`src/verilog/t16_pkg.sv`:
```
// Constants, field layouts and types of the 16-bit timer block
package t16_pkg;

	// Register indices; byte address is four times the index
	localparam logic [5:0] IDX_CTRL_B   = 6'h2e;
	localparam logic [5:0] IDX_CTRL_A   = 6'h2f;
	localparam logic [5:0] IDX_CNT_LO   = 6'h30;
	localparam logic [5:0] IDX_CNT_HI   = 6'h31;
	localparam logic [5:0] IDX_CMPA_LO  = 6'h32;
	localparam logic [5:0] IDX_CMPA_HI  = 6'h33;
	localparam logic [5:0] IDX_CMPB_LO  = 6'h34;
	localparam logic [5:0] IDX_CMPB_HI  = 6'h35;
	localparam logic [5:0] IDX_CAP_LO   = 6'h36;
	localparam logic [5:0] IDX_CAP_HI   = 6'h37;
	localparam logic [5:0] IDX_IRQ_STAT = 6'h38;
	localparam logic [5:0] IDX_IRQ_MASK = 6'h39;
	localparam logic [5:0] IDX_IRQ_GLOB = 6'h3a;

	// Reset values
	localparam logic [7:0]  CTRL_RST = 8'h00;
	localparam logic [15:0] WORD_RST = 16'h0000;
	localparam logic [3:0]  IRQ_RST  = 4'h0;

	// Interrupt status / mask bit positions
	localparam int IRQ_W   = 4;
	localparam int ST_OVF  = 0;
	localparam int ST_CMPA = 1;
	localparam int ST_CMPB = 2;
	localparam int ST_CAP  = 3;

	// Force bit positions inside control A write data
	localparam int FORCE_A_BIT = 3;
	localparam int FORCE_B_BIT = 2;

	// Counter limits
	localparam logic [15:0] CNT_MAX = 16'hffff;
	localparam logic [15:0] TOP8    = 16'h00ff;
	localparam logic [15:0] TOP9    = 16'h01ff;
	localparam logic [15:0] TOP10   = 16'h03ff;

	// Prescaler terminal masks
	localparam int          PRE_W    = 10;
	localparam logic [9:0]  DIV8_M   = 10'h007;
	localparam logic [9:0]  DIV64_M  = 10'h03f;
	localparam logic [9:0]  DIV256_M = 10'h0ff;
	localparam logic [9:0]  DIV1024_M = 10'h3ff;

	typedef enum logic [1:0] {
		OM_OFF = 2'b00,
		OM_TOG = 2'b01,
		OM_CLR = 2'b10,
		OM_SET = 2'b11
	} t16_out_mode_t;

	typedef enum logic [1:0] {
		PWM_OFF = 2'b00,
		PWM_8   = 2'b01,
		PWM_9   = 2'b10,
		PWM_10  = 2'b11
	} t16_pwm_t;

	typedef enum logic [2:0] {
		CS_STOP = 3'b000,
		CS_DIV1 = 3'b001,
		CS_DIV8 = 3'b010,
		CS_D64  = 3'b011,
		CS_D256 = 3'b100,
		CS_D1K  = 3'b101,
		CS_EXTF = 3'b110,
		CS_EXTR = 3'b111
	} t16_clk_sel_t;

	typedef enum logic [0:0] {
		DIR_UP   = 1'b0,
		DIR_DOWN = 1'b1
	} t16_dir_t;

	// Control register A, bit 7 first
	typedef struct packed {
		t16_out_mode_t mode_a;
		t16_out_mode_t mode_b;
		logic          force_a;
		logic          force_b;
		t16_pwm_t      pwm_sel;
	} t16_ctrl_a_t;

	// Control register B, bit 7 first
	typedef struct packed {
		logic         noise_cancel;
		logic         edge_sel;
		logic [1:0]   rsvd;
		logic         clear_on_compare;
		t16_clk_sel_t clk_sel;
	} t16_ctrl_b_t;

endpackage

```
`src/verilog/t16_timer.sv`:
```
// 16-bit timer with compare, capture, PWM and an APB register port
//
// Contract
// - Outside PWM, match applies mode: 00 off, 01 toggle, 10 low, 11 high
// - Force bit applies pin action now, no flag, never clears counter
// - Force bits read zero; ignored in any PWM mode
// - Force written with new mode uses the old mode
// - PWM select: 00 off, 01 8-bit, 10 9-bit, 11 10-bit
// - Noise canceller needs four equal samples before capture
// - Without canceller, first sampled matching edge captures
// - Capture copies counter; edge select 0 falling, 1 rising
// - Clear-on-compare resets counter the cycle after match A
// - With prescaler, each value incl. compare and zero held one period
// - In PWM, clear-on-compare picks wrap, else up/down counting
// - Clock select: stop, /1, /8, /64, /256, /1024, ext fall, ext rise
// - External pin clocks counter even when pin is an output
// - 16-bit registers pass through one shared temporary byte
// - Up/down PWM sets overflow leaving zero; wrap PWM as normal
// - Interrupt needs flag, individual enable and global enable
// - Control B bits 5 and 4 always read zero
`timescale 1ns/1ns

module t16_timer #(
	parameter int FILT_LEN = 4
) (
	input  wire logic        pclk,
	input  wire logic        presetn,
	input  wire logic        psel,
	input  wire logic        penable,
	input  wire logic        pwrite,
	input  wire logic [7:0]  paddr,
	input  wire logic [31:0] pwdata,
	output logic      [31:0] prdata,
	output logic             pready,
	output logic             pslverr,
	input  wire logic        capture_pin,
	input  wire logic        ext_count_pin,
	output logic             compare_out_a_pin,
	output logic             compare_out_a_oe,
	output logic             compare_out_b_pin,
	output logic             compare_out_b_oe,
	output logic             irq
);

	// Filter length below two cannot qualify a level
	if (FILT_LEN < 2 || FILT_LEN > 16)
	begin
		$error("FILT_LEN out of range");
	end

	// Word-aligned register hit, used for every decode
	function automatic logic reg_hit(input logic [7:0] a,
		input logic [5:0] idx);
		reg_hit = (a[7:2] == idx) && (a[1:0] == 2'b00);
	endfunction

	// Non-PWM pin action on a match or force
	function automatic logic pin_act(input t16_pkg::t16_out_mode_t m,
		input logic cur);
		case (m)
			t16_pkg::OM_TOG: pin_act = ~cur;
			t16_pkg::OM_CLR: pin_act = 1'b0;
			t16_pkg::OM_SET: pin_act = 1'b1;
			default:         pin_act = cur;
		endcase
	endfunction

	// PWM pin action; mode bit 0 picks inverted output
	function automatic logic pwm_act(input t16_pkg::t16_out_mode_t m,
		input logic cur, input logic match, input logic wrap_ev,
		input logic down);
		if (!m[1])
			pwm_act = cur;
		else if (match)
			pwm_act = down ? ~m[0] : m[0];
		else if (wrap_ev)
			pwm_act = ~m[0];
		else
			pwm_act = cur;
	endfunction

	localparam int IRQ_W_L = t16_pkg::IRQ_W;

	t16_pkg::t16_ctrl_a_t ctrl_a;
	t16_pkg::t16_ctrl_b_t ctrl_b;
	t16_pkg::t16_dir_t    dir;
	t16_pkg::t16_dir_t    next_dir;
	logic [15:0]          cnt;
	logic [15:0]          next_cnt;
	logic [15:0]          cmp_a;
	logic [15:0]          cmp_b;
	logic [15:0]          cap_val;
	logic [15:0]          top;
	logic [7:0]           temp;
	logic [7:0]           snap_hi;
	logic [7:0]           next_snap_hi;
	logic [31:0]          rd_mux;
	logic [9:0]           pre;
	logic [IRQ_W_L-1:0]   irq_stat;
	logic [IRQ_W_L-1:0]   irq_mask;
	logic [IRQ_W_L-1:0]   irq_ev;
	logic                 irq_glob;
	logic                 tick;
	logic                 ovf_ev;
	logic                 wrap_ev;
	logic                 ext_s1;
	logic                 ext_s2;
	logic                 ext_s3;
	logic                 cap_s1;
	logic                 cap_s2;
	logic [FILT_LEN-1:0]  cap_hist;
	logic                 cap_lvl;
	logic                 next_cap_lvl;

	// Bus phase decode
	wire setup    = psel & ~penable;
	wire access   = psel & penable;
	wire wr       = access & pwrite;
	wire rd_acc   = access & ~pwrite;
	wire hit_ca   = reg_hit(paddr, t16_pkg::IDX_CTRL_A);
	wire hit_cb   = reg_hit(paddr, t16_pkg::IDX_CTRL_B);
	wire hit_cl   = reg_hit(paddr, t16_pkg::IDX_CNT_LO);
	wire hit_ch   = reg_hit(paddr, t16_pkg::IDX_CNT_HI);
	wire hit_al   = reg_hit(paddr, t16_pkg::IDX_CMPA_LO);
	wire hit_ah   = reg_hit(paddr, t16_pkg::IDX_CMPA_HI);
	wire hit_bl   = reg_hit(paddr, t16_pkg::IDX_CMPB_LO);
	wire hit_bh   = reg_hit(paddr, t16_pkg::IDX_CMPB_HI);
	wire hit_pl   = reg_hit(paddr, t16_pkg::IDX_CAP_LO);
	wire hit_ph   = reg_hit(paddr, t16_pkg::IDX_CAP_HI);
	wire hit_st   = reg_hit(paddr, t16_pkg::IDX_IRQ_STAT);
	wire hit_mk   = reg_hit(paddr, t16_pkg::IDX_IRQ_MASK);
	wire hit_gl   = reg_hit(paddr, t16_pkg::IDX_IRQ_GLOB);
	wire hit_lo   = hit_cl | hit_al | hit_bl | hit_pl;
	wire hit_hi   = hit_ch | hit_ah | hit_bh | hit_ph;
	wire mapped   = hit_ca | hit_cb | hit_lo | hit_hi | hit_st
		| hit_mk | hit_gl;

	// Register write strobes
	wire wr_ca    = wr & hit_ca;
	wire wr_cb    = wr & hit_cb;
	wire wr_cl    = wr & hit_cl;
	wire wr_al    = wr & hit_al;
	wire wr_bl    = wr & hit_bl;
	wire wr_hi    = wr & hit_hi & ~hit_ph;
	wire wr_st    = wr & hit_st;
	wire wr_mk    = wr & hit_mk;
	wire wr_gl    = wr & hit_gl;
	wire rd_lo    = rd_acc & hit_lo;
	wire [15:0] wr_word = {temp, pwdata[7:0]};

	// Mode decode
	wire pwm_on   = ctrl_a.pwm_sel != t16_pkg::PWM_OFF;
	wire ctc      = ctrl_b.clear_on_compare;
	wire force_a  = wr_ca & pwdata[t16_pkg::FORCE_A_BIT] & ~pwm_on;
	wire force_b  = wr_ca & pwdata[t16_pkg::FORCE_B_BIT] & ~pwm_on;
	wire match_a  = tick & (cnt == cmp_a);
	wire match_b  = tick & (cnt == cmp_b);
	wire ext_fall = ext_s3 & ~ext_s2;
	wire ext_rise = ~ext_s3 & ext_s2;
	wire down     = pwm_on & ~ctc & (dir == t16_pkg::DIR_DOWN);
	wire all_hi   = &cap_hist;
	wire all_lo   = ~|cap_hist;
	wire cap_ev   = (next_cap_lvl != cap_lvl)
		& (next_cap_lvl == ctrl_b.edge_sel);

	// APB answers: zero wait states, error on unmapped words
	assign pready = 1'b1;

	// Counter top for each PWM resolution
	always_comb
	begin
		case (ctrl_a.pwm_sel)
			t16_pkg::PWM_8:  top = t16_pkg::TOP8;
			t16_pkg::PWM_9:  top = t16_pkg::TOP9;
			t16_pkg::PWM_10: top = t16_pkg::TOP10;
			default:         top = t16_pkg::CNT_MAX;
		endcase
	end

	// Prescaler free-runs from the system clock, so all taps share it
	always_ff @(posedge pclk or negedge presetn)
	begin
		if (!presetn)
			pre <= '0;
		else
			pre <= 10'(pre + 10'h001);
	end

	// Count enable from the clock select
	always_comb
	begin
		case (ctrl_b.clk_sel)
			t16_pkg::CS_DIV1: tick = 1'b1;
			t16_pkg::CS_DIV8: tick = (pre & t16_pkg::DIV8_M)
				== t16_pkg::DIV8_M;
			t16_pkg::CS_D64:  tick = (pre & t16_pkg::DIV64_M)
				== t16_pkg::DIV64_M;
			t16_pkg::CS_D256: tick = (pre & t16_pkg::DIV256_M)
				== t16_pkg::DIV256_M;
			t16_pkg::CS_D1K:  tick = pre == t16_pkg::DIV1024_M;
			t16_pkg::CS_EXTF: tick = ext_fall;
			t16_pkg::CS_EXTR: tick = ext_rise;
			default:          tick = 1'b0;
		endcase
	end

	// Pin synchronisers; the pin is read whatever its port direction
	always_ff @(posedge pclk or negedge presetn)
	begin
		if (!presetn)
		begin
			ext_s1 <= 1'b0;
			ext_s2 <= 1'b0;
			ext_s3 <= 1'b0;
			cap_s1 <= 1'b0;
			cap_s2 <= 1'b0;
		end
		else
		begin
			ext_s1 <= ext_count_pin;
			ext_s2 <= ext_s1;
			ext_s3 <= ext_s2;
			cap_s1 <= capture_pin;
			cap_s2 <= cap_s1;
		end
	end

	// Counter next state; only advances on tick, so every value,
	// including the compare value and the zero after it, is held
	// for one prescaled period
	always_comb
	begin
		next_cnt = cnt;
		next_dir = dir;
		ovf_ev = 1'b0;
		wrap_ev = 1'b0;
		if (wr_cl)
			next_cnt = wr_word;
		else if (tick && !pwm_on)
		begin
			if (ctc && cnt == cmp_a)
				next_cnt = '0;
			else
			begin
				next_cnt = 16'(cnt + 16'h0001);
				ovf_ev = cnt == t16_pkg::CNT_MAX;
			end
		end
		else if (tick && ctc)
		begin
			if (cnt >= top)
			begin
				next_cnt = '0;
				ovf_ev = 1'b1;
				wrap_ev = 1'b1;
			end
			else
				next_cnt = 16'(cnt + 16'h0001);
		end
		else if (tick && dir == t16_pkg::DIR_UP)
		begin
			if (cnt >= top)
			begin
				next_dir = t16_pkg::DIR_DOWN;
				next_cnt = 16'(cnt - 16'h0001);
			end
			else
				next_cnt = 16'(cnt + 16'h0001);
		end
		else if (tick)
		begin
			if (cnt == '0)
			begin
				next_dir = t16_pkg::DIR_UP;
				next_cnt = 16'h0001;
				ovf_ev = 1'b1;
			end
			else
				next_cnt = 16'(cnt - 16'h0001);
		end
		if (!pwm_on || ctc)
			next_dir = t16_pkg::DIR_UP;
	end

	// Counter and direction
	always_ff @(posedge pclk or negedge presetn)
	begin
		if (!presetn)
		begin
			cnt <= t16_pkg::WORD_RST;
			dir <= t16_pkg::DIR_UP;
		end
		else
		begin
			cnt <= next_cnt;
			dir <= next_dir;
		end
	end

	// Control registers; force bits are strobes and never stored
	always_ff @(posedge pclk or negedge presetn)
	begin
		if (!presetn)
		begin
			ctrl_a <= t16_pkg::CTRL_RST;
			ctrl_b <= t16_pkg::CTRL_RST;
		end
		else
		begin
			if (wr_ca)
			begin
				ctrl_a <= pwdata[7:0];
				ctrl_a.force_a <= 1'b0;
				ctrl_a.force_b <= 1'b0;
			end
			if (wr_cb)
			begin
				ctrl_b <= pwdata[7:0];
				ctrl_b.rsvd <= 2'b00;
			end
		end
	end

	// Compare pins; actions use the mode held before this write
	always_ff @(posedge pclk or negedge presetn)
	begin
		if (!presetn)
		begin
			compare_out_a_pin <= 1'b0;
			compare_out_b_pin <= 1'b0;
		end
		else if (pwm_on)
		begin
			compare_out_a_pin <= pwm_act(ctrl_a.mode_a,
				compare_out_a_pin, match_a, wrap_ev, down);
			compare_out_b_pin <= pwm_act(ctrl_a.mode_b,
				compare_out_b_pin, match_b, wrap_ev, down);
		end
		else
		begin
			if (match_a || force_a)
				compare_out_a_pin <= pin_act(ctrl_a.mode_a,
					compare_out_a_pin);
			if (match_b || force_b)
				compare_out_b_pin <= pin_act(ctrl_a.mode_b,
					compare_out_b_pin);
		end
	end

	// Pin drive enables; port direction outside still gates the pad
	assign compare_out_a_oe = pwm_on ? ctrl_a.mode_a[1]
		: ctrl_a.mode_a != t16_pkg::OM_OFF;
	assign compare_out_b_oe = pwm_on ? ctrl_a.mode_b[1]
		: ctrl_a.mode_b != t16_pkg::OM_OFF;

	// Capture level: filtered needs a run of equal samples
	assign next_cap_lvl = !ctrl_b.noise_cancel ? cap_s2
		: all_hi ? 1'b1 : all_lo ? 1'b0 : cap_lvl;

	// Capture history, qualified level and captured value
	always_ff @(posedge pclk or negedge presetn)
	begin
		if (!presetn)
		begin
			cap_hist <= '0;
			cap_lvl <= 1'b0;
			cap_val <= t16_pkg::WORD_RST;
		end
		else
		begin
			cap_hist <= {cap_hist[FILT_LEN-2:0], cap_s2};
			cap_lvl <= next_cap_lvl;
			if (cap_ev)
				cap_val <= cnt;
		end
	end

	// Compare registers and the shared high byte
	always_ff @(posedge pclk or negedge presetn)
	begin
		if (!presetn)
		begin
			cmp_a <= t16_pkg::WORD_RST;
			cmp_b <= t16_pkg::WORD_RST;
			temp <= '0;
		end
		else
		begin
			if (wr_al)
				cmp_a <= wr_word;
			if (wr_bl)
				cmp_b <= wr_word;
			if (wr_hi)
				temp <= pwdata[7:0];
			else if (rd_lo)
				temp <= snap_hi;
		end
	end

	// Events: force never reaches the compare flags
	assign irq_ev[t16_pkg::ST_OVF]  = ovf_ev;
	assign irq_ev[t16_pkg::ST_CMPA] = match_a;
	assign irq_ev[t16_pkg::ST_CMPB] = match_b;
	assign irq_ev[t16_pkg::ST_CAP]  = cap_ev;

	// Sticky status, write one to clear; a new event wins the clear
	always_ff @(posedge pclk or negedge presetn)
	begin
		if (!presetn)
		begin
			irq_stat <= t16_pkg::IRQ_RST;
			irq_mask <= t16_pkg::IRQ_RST;
			irq_glob <= 1'b0;
		end
		else
		begin
			irq_stat <= (irq_stat & ~(wr_st ? pwdata[IRQ_W_L-1:0]
				: t16_pkg::IRQ_RST)) | irq_ev;
			if (wr_mk)
				irq_mask <= pwdata[IRQ_W_L-1:0];
			if (wr_gl)
				irq_glob <= pwdata[0];
		end
	end

	// Interrupt needs flag, its enable and the global enable
	assign irq = irq_glob & |(irq_stat & irq_mask);

	// Read data select; high bytes always come from the shared byte
	always_comb
	begin
		rd_mux = '0;
		next_snap_hi = snap_hi;
		if (hit_ca)
			rd_mux[7:0] = {ctrl_a.mode_a, ctrl_a.mode_b,
				2'b00, ctrl_a.pwm_sel};
		if (hit_cb)
			rd_mux[7:0] = {ctrl_b.noise_cancel, ctrl_b.edge_sel,
				2'b00, ctrl_b.clear_on_compare,
				ctrl_b.clk_sel};
		if (hit_cl)
			{next_snap_hi, rd_mux[7:0]} = cnt;
		if (hit_al)
			{next_snap_hi, rd_mux[7:0]} = cmp_a;
		if (hit_bl)
			{next_snap_hi, rd_mux[7:0]} = cmp_b;
		if (hit_pl)
			{next_snap_hi, rd_mux[7:0]} = cap_val;
		if (hit_hi)
			rd_mux[7:0] = temp;
		if (hit_st)
			rd_mux[IRQ_W_L-1:0] = irq_stat;
		if (hit_mk)
			rd_mux[IRQ_W_L-1:0] = irq_mask;
		if (hit_gl)
			rd_mux[0] = irq_glob;
	end

	// Read data and error sampled in the setup cycle
	always_ff @(posedge pclk or negedge presetn)
	begin
		if (!presetn)
		begin
			prdata <= '0;
			pslverr <= 1'b0;
			snap_hi <= '0;
		end
		else if (setup)
		begin
			prdata <= pwrite ? 32'h0000_0000 : rd_mux;
			pslverr <= ~mapped;
			snap_hi <= next_snap_hi;
		end
	end

endmodule

```
`config.mk`:
```
export PLATFORM = sky130hd
export DESIGN_NAME = t16_timer
export DESIGN_NICKNAME = d
export VERILOG_FILES = /design/src/verilog/t16_pkg.sv /design/src/verilog/t16_timer.sv
export SDC_FILE = /design/constraint.sdc
export NUM_CORES = 1
export LEC_CHECK = 0
export ABC_CLOCK_PERIOD_IN_PS = 7500
export CAP_MARGIN = 20
export CORE_MARGIN = 2
export CORE_UTILIZATION = 40
export DETAILED_ROUTE_END_ITERATION = 7
export DONT_BUFFER_PORTS = 1
export GPL_TIMING_DRIVEN = 0
export PLACE_DENSITY = 0.51
export SLEW_MARGIN = 20
export SYNTH_ARGS = -nofsm -noshare
export SYNTH_HDL_FRONTEND = slang
export SYNTH_SLANG_ARGS = --single-unit
```
`constraint.sdc`:
```
create_clock -name pclk -period 7.5 [get_ports pclk]
set_input_delay 1.5 -clock pclk [delete_from_list [all_inputs] [get_ports pclk]]
set_output_delay 1.5 -clock pclk [all_outputs]
set_load 0.1 [all_outputs]
```
==> reports/qor.yml <==
drt:
  routed_wl_um: 29200
  via_count: 7465
  wire_per_inst_um: 23.5
  drtIter0Drc: 758
  routed.top_layer: "met4"
  first_pass_iters: 7
  ant_nets: 0
  met3WireLength_um: 2170
  wl_met1_um: 13300
  viasPerCell: 6.03
  met2_length_um: 12800
  drc: 0
layout:
  area_growth_pct: 12.0
  regArea_um2: 3330
  final_cells: 1239
  layout.cells.most_common: "dfrtp_1"
  final_nets: 1012
  drive_gt1_share_pct: 17.1
  layout_common_cells: "133 x dfrtp_1, 78 x nand2_1, 64 x mux2_2"
  finalCoreUtilization_pct: 45.5
  n_fill_cell: 2056
  diodes: 0
  multi_input_area_um2: 4760
clock_network:
  clock-sinks: 133
  clk_latency_ns: 0.43
  cts_resized: 0
  htree_levels: 4
  clk_pin_slew_worst_paths_ns: 0.06
  cts_buffer_depth: 2
  numCtsBuffers: 17
  cts_hold_buf: 0
  cts_tree: "done"
  cts_setup_buffers: 0
  cts-root-buf: "clkbuf_16"
logic_synthesis:
  syn-cell-area_um2: 8510
  ys_seq_elements: 133
  async_reset_ff_share_pct: 100
  ys_types: 81
  synth_compound_area_share_pct: 18.8
  synthAdderAreaFrac_pct: 2.06
  synth_top_area_share_pct: 39.1
  yosysTopAreaCell: "dfrtp_1"
  synth-xor-area-share_pct: 5.66
  synth.avg_cell_area_um2: 9.36
  synthTopCellsByArea: "dfrtp_1 39%, mux2_2 8.5%, xor2_1 4.0%"
  ys_seq_area_share_pct: 39.1
  yosys.area_share.simple_pct: 16.7
  muxShareOfSynthArea_pct: 11.4
  ys_dominant_reg_cell: "dfrtp_1"
  yosys_warnings: 0
  synth_edf_count: 0
  postSynthCellCount: 909
  synth_top_family_by_area: "compound AO/OA/AOI/OAI gates"
sta:
  fmax_mhz: 200
  tightestPinTransition_ns: 0.971
  slew_headroom_pct: 35.2
  rsz0062_at_grt: "false"
  tns_ns: 0
  timing_hold_violations_final: 0
  setup_viol: 0
  skew_ns: 0.0151
  slew_violations: 0
  min_period_over_period_pct: 66.5
  fin_crit_ns: 4.99
setup_path:
  worstPathArrival_ns: 3.49
  start_kind: "flip-flop"
  slowest_delay_ns: 0.70
  path_class: "flip-flop to primary output"
  startpoint: "ctrl_a[0]$_DFFE_PN0P_"
  r2r_start: "ctrl_a[0]$_DFFE_PN0P_"
  crit_fanout: 10
  cp.buffers_inverters: 4
  critPathTopFamily: "buffers and inverters"
  critical_path_required_ns: 6.00
  cp_slowest_cell: "nand2_1"
  cp_common_cell: "clkbuf_1"
  crit_path_end_kind: "primary output"
  crit_chain: "inv_1 > ha_1 > clkbuf_1 > clkbuf_1 > clkbuf_1 > nand2_1 > nand2_1"
hold_path:
  hold_start: "ext_s1$_DFF_PN0_"
  hp-class: "flip-flop to flip-flop"
floorplanning:
  start_util_pct: 40.6
  core-area_um2: 21000
  io_pins: 86
  die_y_um: 150
  dieArea_um2: 22500
  rows: 53
  die_w_um: 150
outcome:
  outcome: "completed"
grt:
  antenna_found_initial: 0
  gr-total-overflow: 0
  grt_pass1_wl_um: 44500
  grt_usage_pct: 26.8
  grt_start_max_net_pins: 134
  grt_pass1_vias: 7156
job:
  drv_cap: 0
place:
  place_congestion: 0.950
  dp_hpwl_um: 21200
  dp.cells: 1207
  port_buffers: 0
pwr:
  power.leakage_nw: 4.06
  ir_worst_vdd_uv: 152
  powerDensity_nw_per_um2: 234
## synth_stat cells (all sizes together), types with 5 or more instances
library cell / count
dfrtp: 133
nand2: 78
nor2: 65
mux2: 64
o21ai: 60
a21oi: 53
buf: 48
clkbuf: 43
xor2: 39
nand3: 27
mux2i: 25
nor4: 19
nor3: 18
xnor2: 16
ha: 14
inv: 13
nand4: 13
and3: 12
a211oi: 11
a22oi: 11
o211ai: 10
nor2b: 9
or3: 9
or2: 7
a31oi: 6
o22ai: 6
o32ai: 6
a2111oi: 5
a22o: 5
nor3b: 5
## layout make-up
cell class | instances | share of cell area [%]
tap | 275 | 3.61
inverter | 13 | 0.512
multi-input combinational | 695 | 49.9
buffer | 91 | 4.96
clock inverter | 14 | 1.47
clock buffer | 18 | 4.61
sequential | 133 | 34.9
## sequential cells by signal (all words and copies together) (netlist names), 4 cells and up
name / flops
temp: 8
cmp_b: 16
ctrl_b: 5
prdata: 8
cnt: 16
ctrl_a: 6
cap_hist: 4
pre: 10
snap_hi: 8
irq_stat: 4
cmp_a: 16
irq_mask: 4
cap_val: 16
## worst paths after layout
path / depth (start not counted) / end / slack (ns)
max: 7 / compare_out_b_oe / 2.51
min: 0 / ext_s2$_DFF_PN0_ / 0.34
max reg2reg: 12 / cnt[5]$_DFFE_PN0P_ / 3.10
min reg2reg: 0 / ext_s2$_DFF_PN0_ / 0.34
max in group asynchronous: 0 / cmp_a[14]$_DFFE_PN0P_ / 6.58
min in group asynchronous: 0 / prdata[0]$_DFFE_PN0P_ / 0.76
## metrics by stage
step | worst slack (ns) | hold slack [ns] | instance area (um^2) | power [mW]
5_1_grt | 2.36 | 0.349 | 9530 | 2.33
2_1_floorplan | 3.39 | 0.331 | 8590 | 1.25
3_5_place_dp | 3.02 | 0.336 | 8940 | 1.39
6_report | 2.51 | 0.344 | 9530 | 2.23
3_3_place_gp | 2.96 | 0.333 | 8940 | 1.39
4_1_cts | 2.56 | 0.343 | 9520 | 2.24
## worst register-to-register path: cells and delay by family (launching register included)
kind,cells,cell delay [ns]
adders and majority gates,2,0.68
buffers and inverters,3,0.98
and+or+nand+nor,1,0.46
AOI/OAI and AO/OA,6,1.78
DFF,1,0.40
## per-layer routing
layer,GRT usage (%),vias to the layer above
met4,9.95,0
met5,0,-
met1,38.3,3659
met3,5.00,60
li1,-,3401
met2,40.3,345
## logic make-up after synthesis
logic type / after synthesis
AOI/OAI and AO/OA: 235
xor gates and xnor gates: 55
adders and majority gates: 14
buffers and inverters: 104
DFF: 133
muxes: 89
other: 2
and+or+nand+nor: 277
## where the power goes
part           internal, mW  switching [mW]  leakage (nW)
clock                 0.475           0.365         0.284
combinational         0.176           0.332          2.09
sequential            0.774           0.110          1.69
total                  1.43           0.807          4.06
(Power assumes the default switching activity.)
